===== config.mk =====
export PLATFORM = sky130hd
export DESIGN_NAME = csbl_top
export DESIGN_NICKNAME = d
export VERILOG_FILES = /design/src/csbl_pkg.sv /design/src/csbl_alu_flags.sv /design/src/csbl_ram.sv /design/src/csbl_top.sv
export SDC_FILE = /design/constraint.sdc
export NUM_CORES = 2
export LEC_CHECK = 0
export ABC_CLOCK_PERIOD_IN_PS = 4800
export BUFFER_PORTS_ARGS = -buffer_cell sky130_fd_sc_hd__buf_2
export CORE_MARGIN = 8
export CORE_UTILIZATION = 62
export DETAILED_ROUTE_END_ITERATION = 12
export GPL_TIMING_DRIVEN = 1
export PLACE_DENSITY_LB_ADDON = 0.05
export SETUP_SLACK_MARGIN = 0.2
export SKIP_LAST_GASP = 1
export SYNTH_ARGS = -nofsm -noshare
export SYNTH_HDL_FRONTEND = slang
export SYNTH_HIERARCHICAL = 1
export SYNTH_SLANG_ARGS = --single-unit

===== constraint.sdc =====
create_clock -name sys_clk_i -period 4.8 [get_ports sys_clk_i]
set_input_delay 0.24 -clock sys_clk_i [delete_from_list [all_inputs] [get_ports sys_clk_i]]
set_output_delay 0.24 -clock sys_clk_i [all_outputs]
set_load 0.05 [all_outputs]

===== src/csbl_pkg.sv =====
// csbl_pkg: constants and types shared by the status and bank layout block
// assumes: byte-wide data memory reached over a 32-bit apb word per byte

package csbl_pkg;

  // ---------------------------------------------------------------
  // data memory address layout
  // ---------------------------------------------------------------
  localparam int unsigned ADDR_W    = 12;
  localparam int unsigned BANK_W    = 5;
  localparam int unsigned OFS_W     = 7;
  localparam logic [6:0]  STATUS_OFS = 7'h03;
  localparam logic [6:0]  CORE_LAST = 7'h0b;
  localparam logic [6:0]  PER_FIRST = 7'h0c;
  localparam logic [6:0]  PER_LAST  = 7'h1f;
  localparam logic [6:0]  GEN_FIRST = 7'h20;
  localparam logic [6:0]  GEN_LAST  = 7'h6f;
  localparam logic [6:0]  COM_FIRST = 7'h70;
  localparam int unsigned GEN_BYTES = 80;
  localparam int unsigned COM_BYTES = 16;
  localparam int unsigned GEN_BANKS = 3;
  localparam int unsigned LIN_BYTES = GEN_BANKS * GEN_BYTES;
  localparam int unsigned RAM_BYTES = LIN_BYTES + COM_BYTES;
  localparam int unsigned RAM_AW    = 8;

  // ---------------------------------------------------------------
  // apb window selection, paddr[15:14]
  // ---------------------------------------------------------------
  localparam int unsigned PADDR_W   = 16;
  localparam logic [1:0]  WIN_BANKED = 2'h0;
  localparam logic [1:0]  WIN_LINEAR = 2'h1;

  // ---------------------------------------------------------------
  // flag register fields and reset values
  // ---------------------------------------------------------------
  localparam int unsigned BIT_TO  = 4;
  localparam int unsigned BIT_SLP = 3;
  localparam int unsigned BIT_Z   = 2;
  localparam int unsigned BIT_DC  = 1;
  localparam int unsigned BIT_C   = 0;
  localparam logic        RST_TO  = 1'b1;
  localparam logic        RST_SLP = 1'b1;
  localparam logic        RST_ARITH = 1'b0;

  // ---------------------------------------------------------------
  // alu operations reported by the core, and memory regions
  // ---------------------------------------------------------------
  typedef enum logic [2:0] {
    OP_ADD, OP_SUB, OP_AND, OP_IOR, OP_XOR, OP_CLR,
    OP_ROTR, OP_ROTL
  } csbl_op_t;

  typedef enum logic [1:0] {
    RG_CORE, RG_PER, RG_GEN, RG_COM
  } csbl_region_t;

endpackage


===== src/csbl_alu_flags.sv =====
// csbl_alu_flags: result and zero/nibble-carry/carry of one core operation
// assumes: operands are stable while the core reports the operation

`timescale 1ns/1ps
`default_nettype none

module csbl_alu_flags
  import csbl_pkg::*;
(
  // operation
  input  wire csbl_op_t   op_i,
  input  wire logic [7:0] opa_i,
  input  wire logic [7:0] opb_i,
  input  wire logic       carry_i,
  // result and flags
  output logic [7:0]      result_o,
  output logic            zero_o,
  output logic            nibble_carry_o,
  output logic            carry_o,
  // which flags the operation updates
  output logic            upd_z_o,
  output logic            upd_dc_o,
  output logic            upd_c_o
);

  logic [8:0] sum9;
  logic [4:0] low5;
  logic [7:0] addend;
  logic       cin;

  // ---------------------------------------------------------------
  // adder: subtraction adds the two's complement, so carry is no-borrow
  // ---------------------------------------------------------------
  always_comb
  begin
    addend = (op_i == OP_SUB) ? ~opb_i : opb_i;
    cin    = (op_i == OP_SUB);
    sum9   = {1'b0, opa_i} + {1'b0, addend} + {8'h00, cin};
    low5   = {1'b0, opa_i[3:0]} + {1'b0, addend[3:0]} + {4'h0, cin};
  end

  // ---------------------------------------------------------------
  // result and flag selection
  // ---------------------------------------------------------------
  always_comb
  begin
    result_o       = 8'h00;
    nibble_carry_o = low5[4];
    carry_o        = sum9[8];
    upd_z_o        = 1'b1;
    upd_dc_o       = 1'b0;
    upd_c_o        = 1'b0;
    unique case (op_i)
      OP_ADD, OP_SUB:
      begin
        result_o = sum9[7:0];
        upd_dc_o = 1'b1;
        upd_c_o  = 1'b1;
      end
      OP_AND: result_o = opa_i & opb_i;
      OP_IOR: result_o = opa_i | opb_i;
      OP_XOR: result_o = opa_i ^ opb_i;
      OP_CLR: result_o = 8'h00;
      OP_ROTR:
      begin
        result_o = {carry_i, opa_i[7:1]};
        carry_o  = opa_i[0];
        upd_z_o  = 1'b0;
        upd_c_o  = 1'b1;
      end
      OP_ROTL:
      begin
        result_o = {opa_i[6:0], carry_i};
        carry_o  = opa_i[7];
        upd_z_o  = 1'b0;
        upd_c_o  = 1'b1;
      end
    endcase
    zero_o = (result_o == 8'h00);
  end

endmodule

`default_nettype wire


===== src/csbl_ram.sv =====
// csbl_ram: byte storage for banked general ram and common ram
// assumes: one write port and one asynchronous read port, no reset of data

`timescale 1ns/1ps
`default_nettype none

module csbl_ram
  import csbl_pkg::*;
(
  // clock
  input  wire logic              sys_clk_i,
  // write port
  input  wire logic              we_i,
  input  wire logic [RAM_AW-1:0] waddr_i,
  input  wire logic [7:0]        wdata_i,
  // read port
  input  wire logic [RAM_AW-1:0] raddr_i,
  output logic [7:0]             rdata_o
);

  logic [7:0] mem [RAM_BYTES];

  // ---------------------------------------------------------------
  // storage; contents are undefined until software writes them
  // ---------------------------------------------------------------
  always_ff @(posedge sys_clk_i)
  begin
    if (we_i)
      mem[waddr_i] <= wdata_i;
  end

  // read is combinational; the top registers it into prdata
  assign rdata_o = mem[raddr_i];

endmodule

`default_nettype wire


===== src/csbl_top.sv =====
// csbl_top: core flag register and banked data memory layout behind apb
// assumes: the core reports each alu operation and reset event as pulses
//
// Contract
// - the flag register accepts apb writes only; alu writes to it are dropped, since every operation updates a flag
// - a flag-affecting instruction writing the register keeps its own z, dc, c
// - time-out and power-down flags are read-only to software
// - bits 7 to 5 of the flag register read as zero
// - time-out flag set by power-up, watchdog clear, sleep; cleared by time-out
// - power-down flag set by power-up or watchdog clear; cleared by sleep
// - zero flag is one exactly when a non-rotate operation result is zero
// - add/subtract set nibble carry from carry out of bit 3
// - add/subtract set carry from carry out of the top bit
// - subtraction adds the two's complement, carry meaning no borrow
// - rotates through carry load carry with the bit shifted out
// - reset sets time-out and power-down; arith flags clear on cold reset only
// - offsets 0x0c to 0x1f of each bank map 20 peripheral bytes
// - each bank holds up to 80 bytes of general ram
// - 16 bytes of common ram appear identically in every bank
// - general ram is also reachable in a linear non-banked space
// - addresses are 12 bits: 5 bank bits, 7 offset bits
// - core registers fill the first 12 offsets of every bank identically
// - unimplemented data memory reads as zero

`timescale 1ns/1ps
`default_nettype none

module csbl_top
  import csbl_pkg::*;
(
  // clock and reset
  input  wire logic               sys_clk_i,
  input  wire logic               rst_b_i,
  input  wire logic               cold_rst_i,
  // apb slave
  input  wire logic               psel_i,
  input  wire logic               penable_i,
  input  wire logic               pwrite_i,
  input  wire logic [PADDR_W-1:0] paddr_i,
  input  wire logic [31:0]        pwdata_i,
  input  wire logic [3:0]         pstrb_i,
  output logic [31:0]             prdata_o,
  output logic                    pready_o,
  output logic                    pslverr_o,
  // alu operation report from the core
  input  wire logic               alu_valid_i,
  input  wire csbl_op_t           alu_op_i,
  input  wire logic [7:0]         alu_opa_i,
  input  wire logic [7:0]         alu_opb_i,
  input  wire logic               alu_dest_status_i,
  output logic [7:0]              alu_result_o,
  output logic                    alu_done_o,
  // reset and power events
  input  wire logic               watchdog_clear_instr_i,
  input  wire logic               sleep_instr_i,
  input  wire logic               watchdog_timer_expired_i,
  // flag register view
  output logic [7:0]              arith_reset_flags_o,
  // peripheral control register window
  output logic                    periph_rd_o,
  output logic                    periph_wr_o,
  output logic [ADDR_W-1:0]       periph_addr_o,
  output logic [7:0]              periph_wdata_o,
  input  wire logic [7:0]         periph_rdata_i
);

  // ---------------------------------------------------------------
  // decoding helpers
  // ---------------------------------------------------------------
  function automatic csbl_region_t region_of(input logic [6:0] ofs);
    if (ofs <= CORE_LAST)
      return RG_CORE;
    else if (ofs <= PER_LAST)
      return RG_PER;
    else if (ofs <= GEN_LAST)
      return RG_GEN;
    else
      return RG_COM;
  endfunction

  // ram index for a banked address; ok is low for absent general ram
  function automatic logic [RAM_AW:0] ram_index(
    input logic [BANK_W-1:0] bank,
    input logic [6:0]        ofs
  );
    logic [11:0] idx;
    idx = 12'h000;
    if (region_of(ofs) == RG_COM)
    begin
      idx = 12'(LIN_BYTES) + {5'h00, ofs - COM_FIRST};
      return {1'b1, idx[RAM_AW-1:0]};
    end
    idx = 12'({7'h00, bank} * GEN_BYTES) + {5'h00, ofs - GEN_FIRST};
    return {(region_of(ofs) == RG_GEN) && (32'(bank) < GEN_BANKS),
            idx[RAM_AW-1:0]};
  endfunction

  // ---------------------------------------------------------------
  // apb decode of the current request
  // ---------------------------------------------------------------
  logic [1:0]         win;
  logic [ADDR_W-1:0]  maddr;
  logic [BANK_W-1:0]  bank;
  logic [6:0]         ofs;
  csbl_region_t       rgn;
  logic [RAM_AW:0]    bidx;
  logic               lin_ok;
  logic               ram_hit;
  logic [RAM_AW-1:0]  ram_idx;
  logic               is_status;
  logic               is_periph;
  logic               bad_addr;
  logic               setup_ph;
  logic               first_acc;
  logic               done_acc;
  logic               wr_done;
  logic [7:0]         wbyte;

  // byte address is four times the data memory address
  assign win      = paddr_i[15:14];
  assign maddr    = paddr_i[13:2];
  assign bank     = maddr[ADDR_W-1:OFS_W];
  assign ofs      = maddr[OFS_W-1:0];
  assign rgn      = region_of(ofs);
  assign bidx     = ram_index(bank, ofs);
  assign lin_ok   = (32'(maddr) < LIN_BYTES);
  assign bad_addr = (win != WIN_BANKED) && !((win == WIN_LINEAR) && lin_ok);
  assign is_status = (win == WIN_BANKED) && (ofs == STATUS_OFS);
  assign is_periph = (win == WIN_BANKED) && (rgn == RG_PER);
  assign ram_hit  = (win == WIN_BANKED) ? bidx[RAM_AW]
                                        : (win == WIN_LINEAR) && lin_ok;
  assign ram_idx  = (win == WIN_BANKED) ? bidx[RAM_AW-1:0]
                                        : maddr[RAM_AW-1:0];

  // one wait state: ready is raised in the second access cycle
  assign setup_ph  = psel_i && !penable_i;
  assign first_acc = psel_i && penable_i && !pready_o;
  assign done_acc  = psel_i && penable_i && pready_o;
  assign wr_done   = done_acc && pwrite_i && !bad_addr && pstrb_i[0];
  assign wbyte     = pwdata_i[7:0];

  // ---------------------------------------------------------------
  // alu flag computation
  // ---------------------------------------------------------------
  logic       z_r;
  logic       dc_r;
  logic       c_r;
  logic       to_n_r;
  logic       slp_n_r;
  logic [7:0] alu_res;
  logic       alu_z;
  logic       alu_dc;
  logic       alu_c;
  logic       upd_z;
  logic       upd_dc;
  logic       upd_c;

  csbl_alu_flags u_flags (
    .op_i           (alu_op_i),
    .opa_i          (alu_opa_i),
    .opb_i          (alu_opb_i),
    .carry_i        (c_r),
    .result_o       (alu_res),
    .zero_o         (alu_z),
    .nibble_carry_o (alu_dc),
    .carry_o        (alu_c),
    .upd_z_o        (upd_z),
    .upd_dc_o       (upd_dc),
    .upd_c_o        (upd_c)
  );

  // an alu destination write owns the cycle; a flag-setting op drops it whole
  logic       st_wr;
  logic [7:0] st_wdata;
  assign st_wr    = (alu_valid_i && alu_dest_status_i)
                    ? !(upd_z || upd_dc || upd_c)
                    : (wr_done && is_status);
  assign st_wdata = (alu_valid_i && alu_dest_status_i) ? alu_res : wbyte;

  // ---------------------------------------------------------------
  // arithmetic flags: the operation's own update beats the written value
  // ---------------------------------------------------------------
  always_ff @(posedge sys_clk_i)
  begin
    if (!rst_b_i)
    begin
      if (cold_rst_i)
      begin
        z_r  <= RST_ARITH;
        dc_r <= RST_ARITH;
        c_r  <= RST_ARITH;
      end
    end
    else
    begin
      if (alu_valid_i && upd_z)
        z_r <= alu_z;
      else if (st_wr)
        z_r <= st_wdata[BIT_Z];
      if (alu_valid_i && upd_dc)
        dc_r <= alu_dc;
      else if (st_wr)
        dc_r <= st_wdata[BIT_DC];
      if (alu_valid_i && upd_c)
        c_r <= alu_c;
      else if (st_wr)
        c_r <= st_wdata[BIT_C];
    end
  end

  // ---------------------------------------------------------------
  // reset status flags: hardware only, software writes are dropped
  // ---------------------------------------------------------------
  always_ff @(posedge sys_clk_i)
  begin
    if (!rst_b_i)
    begin
      to_n_r <= RST_TO;
      slp_n_r <= RST_SLP;
    end
    else
    begin
      // time-out has the last word; it reflects a real failure
      if (watchdog_timer_expired_i)
        to_n_r <= 1'b0;
      else if (watchdog_clear_instr_i || sleep_instr_i)
        to_n_r <= 1'b1;
      if (sleep_instr_i)
        slp_n_r <= 1'b0;
      else if (watchdog_clear_instr_i)
        slp_n_r <= 1'b1;
    end
  end

  logic [7:0] status_val;
  assign status_val = {3'b000, to_n_r, slp_n_r, z_r, dc_r, c_r};

  // ---------------------------------------------------------------
  // registered views of the flags and the alu result
  // ---------------------------------------------------------------
  always_ff @(posedge sys_clk_i)
  begin
    if (!rst_b_i)
    begin
      arith_reset_flags_o <= 8'h00;
      alu_result_o        <= 8'h00;
      alu_done_o          <= 1'b0;
    end
    else
    begin
      arith_reset_flags_o <= status_val;
      alu_result_o        <= alu_valid_i ? alu_res : alu_result_o;
      alu_done_o          <= alu_valid_i;
    end
  end

  // ---------------------------------------------------------------
  // ram storage
  // ---------------------------------------------------------------
  logic [7:0] ram_rdata;

  csbl_ram u_ram (
    .sys_clk_i (sys_clk_i),
    .we_i      (wr_done && ram_hit),
    .waddr_i   (ram_idx),
    .wdata_i   (wbyte),
    .raddr_i   (ram_idx),
    .rdata_o   (ram_rdata)
  );

  // ---------------------------------------------------------------
  // peripheral window: read strobe in the first access cycle, rdata due in that same cycle
  // ---------------------------------------------------------------
  always_ff @(posedge sys_clk_i)
  begin
    if (!rst_b_i)
    begin
      periph_rd_o    <= 1'b0;
      periph_wr_o    <= 1'b0;
      periph_addr_o  <= '0;
      periph_wdata_o <= 8'h00;
    end
    else
    begin
      periph_rd_o <= setup_ph && !pwrite_i && is_periph;
      periph_wr_o <= wr_done && is_periph;
      if (setup_ph && is_periph)
        periph_addr_o <= maddr;
      if (wr_done && is_periph)
        periph_wdata_o <= wbyte;
    end
  end

  // ---------------------------------------------------------------
  // apb answer: read data latched in the first access cycle
  // ---------------------------------------------------------------
  logic [7:0] rd_byte;

  always_comb
  begin
    rd_byte = 8'h00;
    if (is_status)
      rd_byte = status_val;
    else if (is_periph)
      rd_byte = periph_rdata_i;
    else if (ram_hit)
      rd_byte = ram_rdata;
  end

  always_ff @(posedge sys_clk_i)
  begin
    if (!rst_b_i)
    begin
      pready_o  <= 1'b0;
      pslverr_o <= 1'b0;
      prdata_o  <= 32'h0000_0000;
    end
    else
    begin
      pready_o  <= first_acc;
      pslverr_o <= first_acc && bad_addr;
      if (first_acc)
        prdata_o <= (pwrite_i || bad_addr) ? 32'h0000_0000
                                           : {24'h000000, rd_byte};
    end
  end

endmodule

`default_nettype wire


==> flow_summary_export.csv <==
group,metric,value,unit
die,ios,163,
layout,final_common_cell,"edfxtp_1",
synthesis,synth_edf_count,2051,
synthesis,ys_ff_latch,2099,
synthesis,async_flop_share,0,%
routing,detail-route-antenna-nets,0,
clock_network,path_clk_slew,0.06,ns
worst_setup_path,cp.required,5.49,ns
routing,drt_iter0_drc,5112,
sta,clock_skew,0.03225,ns
routing,drc_errors,0,
die,die_y,383.0,µm
synthesis,synthTopCellsByArea,"edfxtp_1, mux4_2, mux2i_1",
clock_network,clock_latency,0.83,ns
die,rows,134,
global_routing,track_usage,27.41,%
placement,place_inst,6113,
power_and_ir_drop,power.density,402.4,nW/µm²
synthesis,synth.top_cell.area_share,73.74,%
clock_network,clockBufferDepth,3,
layout,num-nets-final,4715,
synthesis,yosysSeqAreaShare,74.89,%
power_and_ir_drop,leakage,0.03026,µW
sta,hold_viol,0,
worst_setup_path,cp-start-kind,"primary input",
routing,via_per_inst,6.652,
worst_setup_path,setup.worst_path.end_class,"flip-flop",
die,initial_core_util,62.50,%
routing,drt_first_pass_iters,7,
worst_setup_path,worstPathMaxFanout,9,
clock_network,cts_tree,"built",
layout,multi_input_comb_area,19260,µm²
layout,final_area,93850,µm²
placement,gp_congestion,0.9066,
layout,final_cells,6523,
sta,period_share,93.80,%
sta,slew_viol_final,0,
synthesis,syn-instance-count,4223,
layout,drive_gt1_share,24.57,%
sta,tightest_slew,1.155,ns
clock_network,cts.sinks,2099,
synthesis,synth.distinct_cells,85,
placement,dpl-instance-area,87090,µm²
die,die-area,146700,µm²
synthesis,syn_area_per_cell,19.78,µm²
sta,rsz0062_at_grt,"true",
synthesis,synthFlopType,"edfxtp_1",
routing,wirelength,202.2,mm
synthesis,synth_warnings,6,
placement,place.port_buffers,106,
placement,dp_hpwl,125.1,mm
die,fp.dieW,383.0,µm
hold_path,hold_path_class,"primary input to flip-flop",
synthesis,yosys.area.top_type,"edfxtp_1",
global_routing,grt_antenna_before_repair,4,
sta,relSlewSlack,22.82,%
sta,finalSetupViolations,0,
worst_setup_path,critical_path_arrival,5.19,ns
global_routing,grt_pass1_wl,293.5,mm
global_routing,grt_pass1_vias,42440,
clock_network,h-tree-depth,4,
run,maxCapViolations,0,
routing,wl_per_cell,30.99,µm
power_and_ir_drop,peakVddDrop,0.3346,mV
clock_network,cts_root_buf,"clkbuf_16",
clock_network,cts_inserted_buffers,203,
outcome,outcome,"complete, no violations",
global_routing,overflow,0,
sta,min_period,4.502,ns
layout,n_fill_cell,8230,
global_routing,grt_max_degree,156,
layout,syn_to_final_growth,12.36,%
layout,final_cell_mix,"edfxtp_1, mux4_2, nor2_1",
sta,fmax,222.1,MHz
worst_setup_path,path_class,"primary input to flip-flop",
die,core_area,133600,µm²
synthesis,synth_area,83520,µm²
routing,vias,43390,
layout,seqCellArea,62550,µm²
[repair_timing]
item	CTS	global route
buffers inserted	0	2
gates resized for setup	0	4
hold buffers	37	0
endpoints found under the setup margin	0	5
endpoints found under the hold margin	129	0
[final timing paths]
check	startpoint	end	slack (ns)	cells past startpoint
worst max-delay path	paddr_i[9]	prdata_o[6]	0.30	21
worst max register to register	u_ram/mem[26][3]	prdata_o[3]	1.03	8
worst min-delay path	pwdata_i[4]	u_ram/mem[81][4]	0.005	1
worst min register to register	periph_addr_o[10]	periph_addr_o[10]	0.45	2
[final cells by class]
| class | instances | area share [%] |
|---|---|---|
| sequential | 2099 | 66.65 |
| multi-input combinational | 1833 | 20.52 |
| clock buffer | 251 | 5.718 |
| timing repair buffer | 420 | 3.577 |
| tap | 1768 | 2.357 |
| clock inverter | 119 | 1.043 |
| inverter | 32 | 0.1280 |
| antenna | 1 | 0.002666 |
[state kept, by name (all words and copies together), names as in the netlist, 5 cells and up]
name,count
u_ram/mem,2048
periph_addr_o,12
alu_result_o,8
periph_wdata_o,8
prdata_o,8
arith_reset_flags_o,5
[logic make-up (layout without fill, tap and decap cells)]
logic type	count (synthesis)	after routing	synth area share (%)
flops	2099	2099	74.89
mux	634	634	14.48
simple gates	633	633	3.481
compound gates	484	484	4.076
buf+inv	317	822	2.308
fa+ha+maj	36	36	0.5573
xor+xnor	19	19	0.1992
other cells	1	28	0.004490
[layer usage]
metal  share of wire (%)  up-vias  track usage, %
met4                 2.9        0           8.130
met3                  10      307           5.611
met1                  40    22720           40.77
li1                    -    18080               -
met5                   0        -               0
met2                  47     2283           41.84
[cell usage after synthesis (5+ instances only)]
cell type  count
buf_12         8
nand3_1       47
edfxtp_1    2051
a31o_1         5
o22ai_1       29
nand2b_1      15
buf_8         14
a21oi_1      111
nor2b_1       34
a21boi_0       7
buf_2         36
xnor2_1       13
nand4_1       15
mux4_2       455
o22a_1         5
o211ai_1      14
nor4_1        27
nand2_1      103
a22oi_1      133
mux2i_1      172
a31oi_1       11
buf_1         22
o211a_1        5
nor2_1       314
o21ai_1       10
inv_1         29
o21ai_0       29
a22o_1         8
a221oi_1      15
and2_1        17
clkbuf_1     123
buf_4         55
buf_6         26
ha_1          34
dfxtp_1       48
a211oi_1      19
nor3_1        26
o221ai_1      49
xor2_1         6
[worst max-delay path, stage by stage]
cell and delay [ns]:
dlygate4sd3_1 0.53, buf_2 0.17, ha_1 0.32, ha_1 0.33
a21oi_1 0.18, xor2_1 0.16, mux2i_1 0.10, o21ai_2 0.47
buf_4 0.22, nor2b_1 0.13, buf_4 0.21, o221ai_1 0.13
a21oi_1 0.29, a21oi_1 0.16, nor4_1 0.32, buf_4 0.20
nor4_2 0.06, buf_4 0.18, o211ai_1 0.10, nand3_1 0.10
dlygate4sd3_1 0.56
[where the power goes]
group	switching, µW	leakage [µW]	internal (µW)
Clock	6590	0.00311	8660
Sequential	8.73	0.0188	20100
Combinational	1570	0.00833	818
Total	8170	0.0303	29600
[stage by stage]
stage / hold slack, ns / power [µW] / TNS [ns] / utilization [%] / setup slack (ns)
after CTS: 0.01158 / 37950 / 0 / 70.20 / 0.3333
after floorplan: 0.3161 / 21860 / 0 / - / 1.173
final: 0.005050 / 37770 / 0 / 70.23 / 0.2975
after global routing: 0.01384 / 38740 / 0 / 70.23 / 0.1953
after detailed placement: 0.4444 / 22860 / -0.2956 / 65.18 / -0.09805
after global placement: 0.4395 / 22830 / -0.002943 / 65.18 / -0.001755
Note: power is estimated with default switching activity, not from simulation.
